File: config.mk
export PLATFORM = sky130hd
export DESIGN_NAME = asa_regs
export DESIGN_NICKNAME = d
export VERILOG_FILES = /design/src/shared/asa_pkg.sv /design/src/asa_serial.sv /design/src/asa_selftest.sv /design/src/asa_regs.sv
export SDC_FILE = /design/constraint.sdc
export NUM_CORES = 1
export LEC_CHECK = 0
export BUFFER_PORTS_ARGS = -buffer_cell sky130_fd_sc_hd__buf_2
export CAP_MARGIN = 25
export CORE_ASPECT_RATIO = 1.75
export CORE_MARGIN = 8
export CORE_UTILIZATION = 50
export CTS_CLUSTER_DIAMETER = 120
export CTS_CLUSTER_SIZE = 20
export DETAILED_ROUTE_END_ITERATION = 8
export MAX_ROUTING_LAYER = met4
export PLACE_DENSITY_LB_ADDON = 0.3
export SLEW_MARGIN = 10
export SYNTH_ARGS = -nofsm -noshare
export SYNTH_HDL_FRONTEND = slang
export SYNTH_SLANG_ARGS = --single-unit
export TNS_END_PERCENT = 1
File: constraint.sdc
create_clock -name clk_i -period 6.63 [get_ports clk_i]
set_input_delay 0.663 -clock clk_i [delete_from_list [all_inputs] [get_ports clk_i]]
set_output_delay 0.663 -clock clk_i [all_outputs]
set_load 0.005 [all_outputs]
File: src/shared/asa_pkg.sv
package asa_pkg;
	localparam logic [3:0] ADDR_ACT = 4'h1;
	localparam logic [3:0] ADDR_ANG = 4'h2;
	localparam logic [3:0] ADDR_STAT = 4'h0;
	localparam logic [3:0] ADDR_FUSE_LO = 4'h8;
	localparam logic [3:0] ADDR_FUSE_HI = 4'hf;
	localparam logic [15:0] ACT_RESET = 16'h18ee;
	localparam logic [15:0] ANG_RESET = 16'h8000;
	localparam logic [4:0] RSV_RESET = 5'h03;
	localparam logic [4:0] RSV_RUN = 5'h0b;
	localparam int B_ADCT = 9;
	localparam int B_MAG = 7;
	localparam int B_XY = 6;
	localparam int B_OV = 5;
	localparam int B_BIST = 4;
	localparam int B_CRC = 3;
	localparam int B_VR = 2;
	localparam int B_WD = 1;
	localparam int B_RST = 0;
	localparam int B_FRESH = 15;
	localparam int ANG_W = 15;
	localparam logic [15:0] WMASK = 16'h02fe;
	localparam int CMD_W = 16;
	localparam int CLK_MHZ = 250;
	localparam int TEST_NS = 400;
	localparam int TEST_CYC = (TEST_NS * CLK_MHZ + 999) / 1000;
	localparam logic [15:0] CMD_RW_BIT = 16'h8000;
	localparam logic [15:0] CMD_UPD_BIT = 16'h0400;

	typedef struct packed {
		logic valid;
		logic rd;
		logic upd;
		logic [3:0] addr;
		logic [15:0] wdata;
	} asa_req_s;

	typedef struct packed {
		logic crc_err;
		logic vr_err;
		logic wd_err;
		logic mag_err;
		logic xy_err;
		logic ov_err;
	} asa_err_s;
endpackage

File: src/asa_serial.sv
`timescale 1ns/1ps
module asa_serial
	import asa_pkg::*;
(
	input wire logic clk_i,
	input wire logic rst_n_i,
	input wire logic sck_i,
	input wire logic cs_n_i,
	input wire logic mosi_i,
	input wire logic [15:0] rdata_i,
	output logic miso_o,
	output logic miso_oe_o,
	output asa_req_s req_o,
	output logic cs_rise_o
);
	typedef struct packed {
		logic [1:0] sck_s;
		logic [1:0] cs_s;
		logic [1:0] di_s;
		logic sck_p;
		logic cs_p;
		logic [4:0] cnt;
		logic [15:0] sh;
		logic [15:0] cmd;
		logic have_cmd;
		logic [15:0] tx;
		logic miso;
		logic oe;
		asa_req_s req;
		logic rise;
		logic ld;
	} st_s;
	st_s q, d;

	always_comb begin
		d = q;
		d.sck_s = {q.sck_s[0], sck_i};
		d.cs_s = {q.cs_s[0], cs_n_i};
		d.di_s = {q.di_s[0], mosi_i};
		d.sck_p = q.sck_s[1];
		d.cs_p = q.cs_s[1];
		d.req.valid = 1'b0;
		d.rise = 1'b0;
		if (q.cs_s[1]) begin
			d.cnt = 5'h00;
			d.have_cmd = 1'b0;
			d.oe = 1'b0;
			if (!q.cs_p) begin
				d.rise = 1'b1;
			end
		end else if (q.sck_s[1] && !q.sck_p) begin
			d.sh = {q.sh[14:0], q.di_s[1]};
			d.cnt = q.cnt + 5'h01;
			if (q.cnt == 5'h0f) begin
				d.cnt = 5'h00;
				if (!q.have_cmd) begin
					d.cmd = {q.sh[14:0], q.di_s[1]};
					d.have_cmd = 1'b1;
					d.req.valid = 1'b1;
					d.req.rd = d.cmd[15];
					d.req.upd = (d.cmd & CMD_UPD_BIT) != 16'h0000;
					d.req.addr = d.cmd[7:4];
					d.req.wdata = 16'h0000;
				end else if (!q.cmd[15]) begin
					d.req.valid = 1'b1;
					d.req.rd = 1'b0;
					d.req.upd = 1'b0;
					d.req.addr = q.cmd[7:4];
					d.req.wdata = {q.sh[14:0], q.di_s[1]};
				end
			end
		end else if (!q.sck_s[1] && q.sck_p && q.have_cmd && q.cmd[15]) begin
			// Shift out on falling edge so the host samples a settled bit
			d.oe = 1'b1;
			d.miso = q.tx[15];
			d.tx = {q.tx[14:0], 1'b0};
		end
		// Register data stands one cycle after the request, so load a cycle later
		d.ld = q.req.valid && q.req.rd;
		if (q.ld) begin
			d.tx = rdata_i;
		end
	end

	always_ff @(posedge clk_i or negedge rst_n_i) begin
		if (!rst_n_i) begin
			q <= '0;
			q.cs_s <= 2'b11;
			q.cs_p <= 1'b1;
		end else begin
			q <= d;
		end
	end

	assign miso_o = q.miso;
	assign miso_oe_o = q.oe;
	assign req_o = q.req;
	assign cs_rise_o = q.rise;
endmodule

File: src/asa_selftest.sv
`timescale 1ns/1ps
module asa_selftest
	import asa_pkg::*;
#(
	parameter int CYCLES = TEST_CYC
)
(
	input wire logic clk_i,
	input wire logic rst_n_i,
	input wire logic start_i,
	output logic busy_o
);
	typedef struct packed {
		logic busy;
		logic [15:0] cnt;
	} st_s;
	st_s q, d;

	always_comb begin
		d = q;
		if (start_i && !q.busy) begin
			d.busy = 1'b1;
			d.cnt = 16'(CYCLES - 1);
		end else if (q.busy) begin
			if (q.cnt == 16'h0000) begin
				d.busy = 1'b0;
			end else begin
				d.cnt = q.cnt - 16'h0001;
			end
		end
	end

	always_ff @(posedge clk_i or negedge rst_n_i) begin
		if (!rst_n_i) begin
			q <= '0;
		end else begin
			q <= d;
		end
	end

	assign busy_o = q.busy;
endmodule

File: src/asa_regs.sv
`timescale 1ns/1ps
module asa_regs
	import asa_pkg::*;
#(
	parameter int TEST_CYCLES = TEST_CYC
)
(
	input wire logic clk_i,
	input wire logic rstn_i,
	input wire logic sck_i,
	input wire logic cs_n_i,
	input wire logic mosi_i,
	input wire logic auto_cal_i,
	input wire logic angle_valid_i,
	input wire logic [ANG_W-1:0] angle_i,
	input wire logic rsv_run_i,
	input wire asa_err_s err_i,
	output logic miso_o,
	output logic miso_oe_o,
	output logic [5:0] monitor_en_o,
	output logic adc_test_busy_o,
	output logic proc_selftest_busy_o,
	output logic hw_reset_o,
	output logic [6:0] status_o
);
	logic [1:0] rst_sync_q;
	logic rst_n;
	asa_req_s req;
	logic cs_rise;
	logic ser_miso;
	logic ser_oe;
	logic bist_busy;
	logic adc_busy;
	logic bist_start;
	logic adc_start;

	typedef struct packed {
		logic [4:0] rsv;
		logic adct;
		logic mag;
		logic xy;
		logic ov;
		logic crc;
		logic vr;
		logic wd;
		logic rst_pend;
		logic [15:0] act_buf;
		logic fresh;
		logic fresh_buf;
		logic [ANG_W-1:0] ang;
		logic [ANG_W-1:0] ang_buf;
		logic [6:0] stat;
		logic [15:0] rdata;
		logic bist_go;
		logic adc_go;
		logic hw_rst;
		logic miso;
		logic oe;
		logic [5:0] en_o;
		logic adc_o;
		logic bist_o;
	} st_s;
	st_s q, d;

	function automatic logic [15:0] act_word(input st_s s, input logic bist, input logic adc);
		act_word = {s.rsv, 1'b0, adc, 1'b0, s.mag, s.xy, s.ov, bist, s.crc, s.vr, s.wd, 1'b0};
	endfunction

	always_ff @(posedge clk_i or negedge rstn_i) begin
		if (!rstn_i) begin
			rst_sync_q <= 2'b00;
		end else begin
			rst_sync_q <= {rst_sync_q[0], 1'b1};
		end
	end
	assign rst_n = rst_sync_q[1];

	asa_serial u_serial (
		.clk_i(clk_i),
		.rst_n_i(rst_n),
		.sck_i(sck_i),
		.cs_n_i(cs_n_i),
		.mosi_i(mosi_i),
		.rdata_i(q.rdata),
		.miso_o(ser_miso),
		.miso_oe_o(ser_oe),
		.req_o(req),
		.cs_rise_o(cs_rise)
	);

	asa_selftest #(.CYCLES(TEST_CYCLES)) u_bist (
		.clk_i(clk_i),
		.rst_n_i(rst_n),
		.start_i(bist_start),
		.busy_o(bist_busy)
	);

	asa_selftest #(.CYCLES(TEST_CYCLES)) u_adct (
		.clk_i(clk_i),
		.rst_n_i(rst_n),
		.start_i(adc_start),
		.busy_o(adc_busy)
	);

	assign bist_start = q.bist_go;
	assign adc_start = q.adc_go;

	always_comb begin
		logic wr_act;
		logic rd_any;
		logic [15:0] w;
		logic [6:0] set;
		wr_act = req.valid && !req.rd && req.addr == ADDR_ACT;
		rd_any = req.valid && req.rd;
		w = req.wdata;
		set = 7'h00;
		d = q;
		d.bist_go = 1'b0;
		d.adc_go = 1'b0;
		d.hw_rst = 1'b0;
		// Reserved field is device owned; host data never reaches it
		d.rsv = rsv_run_i ? RSV_RUN : RSV_RESET;
		if (wr_act) begin
			d.mag = w[B_MAG];
			d.xy = w[B_XY];
			d.ov = w[B_OV];
			d.crc = w[B_CRC];
			d.vr = w[B_VR];
			d.wd = w[B_WD];
			d.bist_go = w[B_BIST];
			// Ignored under auto calibration, the check would read moving data
			d.adc_go = w[B_ADCT] && !auto_cal_i;
			if (w[B_RST]) begin
				d.rst_pend = 1'b1;
			end
		end
		if (req.valid && !req.rd && req.addr >= ADDR_FUSE_LO && req.addr <= ADDR_FUSE_HI) begin
			d.crc = 1'b1;
		end
		if (cs_rise && q.rst_pend) begin
			d.rst_pend = 1'b0;
			d.hw_rst = 1'b1;
		end
		// Error latches: enable gates new errors, old ones wait for readout, except WD, dropped by an ACT write with its enable bit 0
		set[6] = err_i.mag_err && q.mag;
		set[5] = err_i.xy_err && q.xy;
		set[4] = err_i.ov_err && q.ov;
		set[3] = err_i.crc_err && q.crc && !auto_cal_i;
		set[2] = err_i.vr_err && q.vr;
		set[1] = err_i.wd_err && q.wd;
		set[0] = q.hw_rst;
		if (rd_any && req.addr == ADDR_STAT) begin
			d.stat = set;
		end else begin
			d.stat = q.stat | set;
		end
		if (wr_act && !w[B_WD]) begin
			d.stat[1] = 1'b0;
		end
		if (angle_valid_i) begin
			d.ang = angle_i;
		end
		if (req.valid && req.upd) begin
			// Snapshot hands the fresh flag to the buffer, live flag is consumed
			d.act_buf = act_word(q, bist_busy, adc_busy);
			d.ang_buf = q.ang;
			d.fresh_buf = q.fresh;
			d.fresh = 1'b0;
		end
		d.rdata = 16'h0000;
		if (rd_any) begin
			unique case (req.addr)
				ADDR_STAT: d.rdata = {9'h000, q.stat};
				ADDR_ACT: d.rdata = req.upd ? q.act_buf : act_word(q, bist_busy, adc_busy);
				ADDR_ANG: begin
					d.rdata = req.upd ? {q.fresh_buf, q.ang_buf} : {q.fresh, q.ang};
					// Plain read consumes the live flag; an update read already cleared it in the snapshot above
					if (!req.upd) begin
						d.fresh = 1'b0;
					end
				end
				default: d.rdata = 16'h0000;
			endcase
		end
		// New value wins over a clearing read in the same cycle
		if (angle_valid_i) begin
			d.fresh = 1'b1;
		end
		d.miso = ser_miso;
		d.oe = ser_oe;
		d.en_o = {q.mag, q.xy, q.ov, q.crc && !auto_cal_i, q.vr, q.wd};
		d.adc_o = adc_busy;
		d.bist_o = bist_busy;
	end

	always_ff @(posedge clk_i or negedge rst_n) begin
		if (!rst_n) begin
			q <= '0;
			q.rsv <= RSV_RESET;
			q.mag <= ACT_RESET[B_MAG];
			q.xy <= ACT_RESET[B_XY];
			q.ov <= ACT_RESET[B_OV];
			q.crc <= ACT_RESET[B_CRC];
			q.vr <= ACT_RESET[B_VR];
			q.wd <= ACT_RESET[B_WD];
			q.bist_go <= ACT_RESET[B_BIST];
			q.adc_go <= ACT_RESET[B_ADCT];
			q.fresh <= ANG_RESET[B_FRESH];
			q.stat <= 7'h01;
			q.en_o <= 6'h3f;
		end else begin
			q <= d;
		end
	end

	assign miso_o = q.miso;
	assign miso_oe_o = q.oe;
	assign monitor_en_o = q.en_o;
	assign adc_test_busy_o = q.adc_o;
	assign proc_selftest_busy_o = q.bist_o;
	assign hw_reset_o = q.hw_rst;
	assign status_o = q.stat;
endmodule

After elaboration in Yosys (flattened, before gate mapping)
Index checks and enable logic that the tools add are counted.
{"block": "op_classes", "n_reduce_logical": 53, "n_addsub": 3, "n_lt_le_gt_ge": 2, "n_bitwise": 4, "mux": 44, "eq_ne": 9}
{"operator": "two-way mux 17 bit", "count": 7}
{"operator": "two-way mux 23 bit", "count": 5}
{"operator": "two-way mux 16 bit", "count": 5}
{"operator": "one-hot mux 16 bit (3 select lines)", "count": 1}
{"operator": "two-way mux 38 bit", "count": 1}
{"operator": "two-way mux 18 bit", "count": 2}
{"operator": "logical NOT 16 bit", "count": 2}
{"operator": "subtractor 16 x 1 -> 16 bit (second input constant)", "count": 2}
{"operator": "logical AND 1 bit", "count": 24}
{"operator": "nonzero test 2 bit", "count": 9}
{"operator": "two-way mux 1 bit", "count": 15}
{"operator": "two-way mux 15 bit", "count": 1}
{"operator": "AND reduction 2 bit", "count": 6}
{"operator": "two-way mux 5 bit", "count": 2}
{"operator": "two-way mux 4 bit", "count": 2}
{"operator": "!= test 2 x 1 -> 1 bit (second input constant)", "count": 4}
{"operator": "AND reduction 4 bit", "count": 2}
{"operator": "logical NOT 1 bit", "count": 7}
{"operator": "two-way mux 7 bit", "count": 1}
{"operator": "OR 7 bit", "count": 1}
{"operator": "AND reduction 3 bit", "count": 2}
{"operator": "adder 5 x 1 -> 5 bit (second input constant)", "count": 1}
{"operator": "== test 5 x 4 -> 1 bit (second input constant)", "count": 1}
{"operator": "== test 4 x 1 -> 1 bit (second input constant)", "count": 1}
{"operator": "other kinds (7)", "count": 11}
{"block": "totals", "out_inout_bits": 18, "word_cells": 162, "input_bits": 29, "regBits": 216}

Depth between registers and ports, before layout
Gate-level depths: netlist of the first run.
{"block": "logic_depth", "depth_word": 8, "depth_mapped": 7, "depth_no_buf": 7}

Modules after synthesis
Synthesis of the first run repeated with hierarchy kept, for this count alone.
{"block": "hier_totals", "hier_cells": 742, "hier_area_um2": 8906.0}
{"mod": "asa_regs", "seq_area_each_um2": 2219.6, "instances": 1, "cells_each": 245, "area_each_um2": 3607.2}
{"mod": "asa_serial", "seq_area_each_um2": 1930.6, "instances": 1, "cells_each": 313, "area_each_um2": 3469.6}
{"mod": "asa_selftest", "seq_area_each_um2": 425.4, "instances": 2, "cells_each": 92, "area_each_um2": 914.6}

Least setup slack after synthesis of the first run
Ideal clock, no wire load.
{"block": "synth_timing", "path_kind": "register to register", "from": "register u_bist.q[5] in the netlist's numbering", "to": "register u_bist.q[0] in the netlist's numbering", "setup_time_ns": 0.125, "n_path_buf": 1, "t_required_ns": 6.505, "t_arrival_ns": 1.957, "synth_period_minus_slack_ns": 2.081, "path_stages_with_launch": 7, "path_slack_ns": 4.549, "cell_sequence": "dfrtp_1 or4_4 or3_1 buf_6 o31ai_4 nand2_1 mux2_2"}
{"block": "synth_between", "elab_chain_cells": 3}
{"item": "from (decl)", "line_no": "asa_selftest.sv:17", "text": "st_s q, d;"}
{"item": "from (signal assigned)", "line_no": "asa_selftest.sv:35", "text": "q <= '0;"}
{"item": "from (signal assigned)", "line_no": "asa_selftest.sv:37", "text": "q <= d;"}
{"item": "logical NOT 16 bit", "line_no": "asa_selftest.sv:25", "text": "if (q.cnt == 16'h0000) begin"}
{"item": "!= test 2 x 1 -> 1 bit (no line)"}
{"item": "AND reduction 2 bit (no line)"}
Every way passes these cells.
A chain may end at the register's enable or synchronous reset.

Worst setup path in the final report of the first run
Ends and elaborated chain as after synthesis.

==> results of run 1 <==
## placed cells by master, fill, tap and decap left out, types with 12 or more instances in the layout
cell type  instances
a21oi_1           20
or3_1             12
clkbuf_16         17
nand2_1           51
nor3_1            12
nor2_1            40
o21ai_0           30
dfrtp_1          174
mux2i_1           26
buf_2             47
dfstp_2           17
mux2_2            89
a22o_1            15
## report_power, final
part	leakage, nW	total, mW	internal [mW]	switching (mW)
Clock	0.288	1.04	0.607	0.432
Combinational	1.34	0.0992	0.0545	0.0448
Sequential	2.47	1.26	1.21	0.0414
## cells in the mapped netlist, drive strengths merged (12+ instances only)
library cell    n  area [sq um]
dfstp          17           447
mux2           89          1000
buf            19           130
or3            12          75.1
a21oi          20           100
mux2i          26           260
nor2b          12          75.1
clkbuf         18          67.6
dfrtp         175          4380
nor3           12          60.1
a22o           15           131
nor2           40           150
o21ai          32           160
nand2          51           191
## repair_timing
item | in CTS | in global routing
setup endpoints to repair | 0 | 0
hold endpoints to repair | 2 | 0
hold buffers | 1 | 0
setup buffers | 0 | 0
## metrics by stage
stage | instance area, sq um | total power, mW | utilization, % | cells | hold slack (ps)
2_1_floorplan | 8010 | 1.34 | - | 637 | 331
3_3_place_gp | 8330 | 1.37 | 52.8 | 840 | 324
3_5_place_dp | 8340 | 1.38 | 52.8 | 841 | 338
4_1_cts | 8950 | 2.42 | 56.7 | 874 | 315
5_1_grt | 9050 | 2.49 | 57.3 | 878 | 312
6_report | 9050 | 2.39 | 57.3 | 878 | 312
## worst min-delay path by stage
| stage | from | end | cells past startpoint |
|---|---|---|---|
| 3_5_place_dp | rst_sync_q[1] | u_bist.q[5] | 0 |
| 3_3_place_gp | rst_sync_q[1] | u_bist.q[8] | 0 |
| 5_1_grt | cs_n_i | u_serial.d[86] | 1 |
| 2_1_floorplan | rst_sync_q[0] | rst_sync_q[1] | 0 |
| 4_1_cts | cs_n_i | u_serial.d[86] | 1 |
| 6_report | rst_sync_q[1] | u_bist.q[5] | 0 |
## cell type report
cell class | instances | area [sq um]
repair buffers | 57 | 380
multi-input cells | 402 | 2980
fillers | 1240 | 6750
inverters | 6 | 22.5
well taps | 189 | 236
clock buffers | 21 | 450
flip-flops and latches | 192 | 4830
clock inverters | 11 | 154
## cell families (layout without fill, tap and decap cells)
logic type / Yosys count / in the layout
flip-flops: 192 / 192
AND/OR/NAND/NOR: 172 / 172
multiplexers: 115 / 115
AO/OA/AOI/OAI: 98 / 98
buffers and inverters: 43 / 95
XOR/XNOR: 13 / 13
adder cells (fa/ha/maj): 3 / 3
other: 1 / 1
## routing by layer
layer,vias up,share of wire (%),global-route usage (%)
met4,0,2.5,7.48
met2,77,58,30.9
met1,2533,37,16.6
met3,23,2.5,3.16
met5,-,0,-
li1,2330,-,-
## state kept, by name, indices dropped and copies added, names as in the netlist, 2 cells and up
name            cells
status_o            7
u_serial.d          5
u_serial.q         46
u_adct.q           16
d                   5
q                  61
rst_sync_q          2
u_serial.req_o     16
monitor_en_o        6
u_bist.q           16
==> results.json, run 1 <==
{
  "status": "finished, final reports clean",
  "clock_sink_count": 192,
  "syn-cell-area_sq_um": 8010,
  "synthArstFlopShare_pct": 100,
  "slew_headroom_pct": 42.1,
  "cap_violations": 0,
  "die_h_um": 183,
  "grt_max_degree": 88,
  "syn_area_per_cell_sq_um": 12.6,
  "wire_per_inst_um": 17.8,
  "path_depth": 5,
  "worst-r2r-setup-slack_ps": 4330,
  "tightest_slew_ps": 867,
  "crit_family": "simple AND/OR/NAND/NOR gates",
  "path_buf_inv": 0,
  "start_util_pct": 50.7,
  "vias": 4963,
  "cts-htree-levels": 4,
  "r2r-end": "u_bist.q[0]",
  "fin_setup_tns_ps": 0,
  "cp-end-kind": "flip-flop",
  "synth_mux_area_share_pct": 15.8,
  "ys_warn_count": 0,
  "drv_slew": 0,
  "cts_resized": 0,
  "num_rows": 61,
  "fin_ws_ps": 4330,
  "cpMaxStageDelayCell": "or4_4",
  "cts_root_buffer": "clkbuf_16",
  "synth_cell_types": 54,
  "dpl_worst_slack_ps": 3900,
  "grt_setup_unrepaired": "no",
  "path_class": "reg2reg",
  "drc": 0,
  "pin_count": 47,
  "synth_ff_type": "dfrtp_1",
  "yosys.area_share.simple_pct": 11.1,
  "cp-start-kind": "flip-flop",
  "io_buffers": 46,
  "p_per_area_nw_per_um2": 265,
  "r2r-start": "u_bist.q[5]",
  "core-area_sq_um": 15800,
  "antenna_found_initial": 0,
  "r2r_cells": 5,
  "synthXorXnorAreaFrac_pct": 1.42,
  "leakage_nw": 4.09,
  "grt_overflow_total": 0,
  "setup_viol": 0,
  "peakVddDrop_mv": 0.185,
  "firstDrtPassIters": 4,
  "insertion_delay_ps": 420,
  "synth_enable_flop_cells": 0,
  "die_area_sq_um": 20500,
  "cts_buffers": 17,
  "worstPathCellList": "or4_4, or3_1, o31ai_4, nand2_1, mux2_2",
  "layout-drive-gt1-share_pct": 30.8,
  "crit_fanout": 8,
  "syn_to_final_growth_pct": 13.0,
  "max_freq_mhz": 435,
  "synth_top_family_by_area": "multiplexers",
  "fin_crit_sh_pct": 34.6,
  "clkTransAtPathRegs_ps": 70,
  "syn_inst": 637,
  "finalCriticalPeriod_ps": 2300,
  "clk_path_buf_depth": 2,
  "ant_nets": 0,
  "dpl.hpwl_mm": 11.1,
  "synth_fa_ha_area_share_pct": 0.469,
  "syn_nets": 669,
  "synth_compound_area_share_pct": 8.19,
  "cts_tree": "done",
  "max_stage_delay_ps": 550,
  "critical_path_required_ps": 6940,
  "hold_class": "reg2async",
  "drt_iter0_drc": 257,
  "routed_wl_mm": 15.7,
  "nNetsFinal": 708,
  "cp-endpoint": "u_bist.q[0]",
  "cp-startpoint": "u_bist.q[5]",
  "critical_path_arrival_ps": 2610,
  "vias_per_cell": 5.65,
  "grt_usage_pct": 16.7,
  "synth-seq-cells": 192,
  "seq_area_frac_synth_pct": 60.3,
  "skew_ps": 10.8,
  "grt_pass1_wl_mm": 26.4,
  "grt_pass1_vias": 5335,
  "n_antenna_cell": 0,
  "globalplace.congestion": 0.818,
  "fp.dieW_um": 112,
  "final-hold-violation-count": 0
}
Power figures use the tool's default switching activity.
==> inputs of run 2 (changes only) <==
ABC_AREA = 1   (was unset)
clock period = 2.01 ns   (was 6.63 ns; I/O delays follow)
==> run 2 against run 1 <==
Net effect: register-to-register slack worse by 4100 ps; global-route usage rose by 2.3 points; core utilization rose by 1.2 points; via count is 29% higher.
==> results.json, run 2 <==
{
  "largest_reg_flops": 61,
  "die_area_sq_um": 21600,
  "core-area_sq_um": 16800,
  "critical_path_arrival_ps": 2010,
  "cp-start-kind": "flip-flop",
  "p_per_area_nw_per_um2": 797,
  "r2r_cells": 6,
  "globalplace.congestion": 0.861,
  "dpl.cell_count": 1222,
  "peakVddDrop_mv": 0.758,
  "synth_common_cells": "275 x nand2_1, 175 x dfrtp_1, 114 x o21ai_0",
  "yosysTopAreaCell": "dfrtp_1",
  "vias": 6397,
  "grt_pass1_wl_mm": 31.4,
  "critical_path_required_ps": 2290,
  "syn-cell-area_sq_um": 8490,
  "antenna_found_initial": 0,
  "fp.dieW_um": 115,
  "n_antenna_cell": 0,
  "pin_count": 47,
  "synth_cell_types": 42,
  "start_util_pct": 50.6,
  "dpl.hpwl_mm": 12.8,
  "hold_class": "in2async",
  "grt_pass1_vias": 6562,
  "grt_setup_unrepaired": "no",
  "seq_area_frac_synth_pct": 56.8,
  "syn_nets": 1010,
  "synth_enable_flop_cells": 0,
  "final_cells": 1280,
  "status": "finished, final reports clean",
  "final-hold-violation-count": 0,
  "syn_inst": 978,
  "grt_usage_pct": 18.9,
  "grt_overflow_total": 0,
  "num_rows": 63,
  "final_core_util_pct": 58.5,
  "r2r-start": "u_serial.q[76]",
  "insertion_delay_ps": 430,
  "cap_violations": 0,
  "setup_viol": 0,
  "fin_crit_sh_pct": 86.3,
  "drt_iter0_drc": 304,
  "clk_path_buf_depth": 2,
  "cp-end-kind": "flip-flop",
  "firstDrtPassIters": 4,
  "ys_warn_count": 0,
  "grt_max_degree": 53,
  "cts_buffers": 17,
  "synth_ff_type": "dfrtp_1",
  "routed_wl_mm": 18.7,
  "leakage_nw": 4.96,
  "cts_root_buffer": "clkbuf_16",
  "drv_slew": 0,
  "crit_fanout": 9,
  "synthArstFlopShare_pct": 100,
  "finalCriticalPeriod_ps": 1730,
  "fin_setup_tns_ps": 0,
  "cp-startpoint": "u_serial.q[76]",
  "cts_tree": "done",
  "slew_headroom_pct": 62.4,
  "synth-seq-cells": 192,
  "nNetsFinal": 1072,
  "syn_area_per_cell_sq_um": 8.68,
  "drc": 0,
  "io_buffers": 46,
  "reg.largest.list": "q: 61 flops, u_serial.q: 46 flops",
  "synth.top_cells.by_area": "dfrtp_1 52%, nand2_1 12%, o21ai_0 6.7%, dfstp_2 5.3%, inv_1 5.0%",
  "layout-drive-gt1-share_pct": 14.2,
  "clkTransAtPathRegs_ps": 70,
  "tightest_slew_ps": 564,
  "syn_to_final_growth_pct": 15.6,
  "final_cell_mix": "275 x nand2_1, 174 x dfrtp_1, 114 x o21ai_0, 113 x inv_1, 65 x nor2_1",
  "synth_most_common_cell": "nand2_1",
  "skew_ps": 9.99,
  "ant_nets": 0,
  "final_common_cell": "nand2_1",
  "path_class": "reg2reg",
  "finish.instance_area_sq_um": 9820,
  "cts-htree-levels": 4,
  "max_freq_mhz": 577,
  "die_h_um": 188,
  "place_area_sq_um": 8950,
  "synth_top_cell_area_share_pct": 51.6,
  "clock_sink_count": 192,
  "regMostFlops": "q",
  "wire_per_inst_um": 14.6,
  "vias_per_cell": 5.00
}
## run 2: kinds of logic after synthesis
kind of cell	after synthesis	synth area share [%]
and+or+nand+nor	443	22.6
muxes	1	0.133
xor gates and xnor gates	13	1.34
AOI/OAI and AO/OA	159	10.3
DFF	192	56.8
other	1	0.0442
adders and majority gates	3	0.442
buffers and inverters	166	8.32
## run 2: worst paths after layout
check	slack [ps]	to
max	280	u_serial.req_o[1]
min	80	rst_sync_q[1]
max reg2reg	280	u_serial.req_o[1]
min reg2reg	250	q[52]
max in group asynchronous	1130	monitor_en_o[2]
min in group clk_i	80	status_o[1]
## run 2: power by group
part	leakage [nW]	switching, mW	total, mW	internal [mW]
sequential	2.45	0.0464	3.99	3.95
clock	0.293	1.50	3.48	1.98
combinational	2.22	0.217	0.347	0.130
## run 2: area by class of cell
class                      instances  area, sq um
tap                              227          284
inverter                         119          447
fill                            1476         6970
timing repair buffer              90          688
sequential                       192         4830
clock buffer                      17          425
multi-input combinational        620         2960
clock inverter                    15          183
## run 2: timing repair
action,4_1_cts,5_1_grt
setup buffers,0,0
resized for setup,0,0
hold buffers,26,0
hold endpoints to repair,28,0
## run 2: critical path, stage by stage (launching register included)
cell	delay, ps
dfrtp_1	410
ha_1	240
nand3_1	140
nor2_2	60
nand2_1	110
or2_0	480
o22ai_1	140
## run 2: metal layers
metal / up-vias / GRT usage [%] / part of all wire (%)
li1: 3209 / - / -
met1: 3027 / 20.0 / 40
met2: 110 / 32.5 / 54
met3: 51 / 3.11 / 2.2
met4: 0 / 10.9 / 3.9
met5: - / - / 0
## run 2: through the flow
stage	hold slack (ps)	setup slack, ps	total power, mW
6_report	76.7	276	7.82
5_1_grt	80.5	122	8.12
4_1_cts	54.9	272	7.92
3_5_place_dp	-11.9	296	4.38
3_3_place_gp	-13.3	372	4.37
2_1_floorplan	-94.6	53.8	4.24
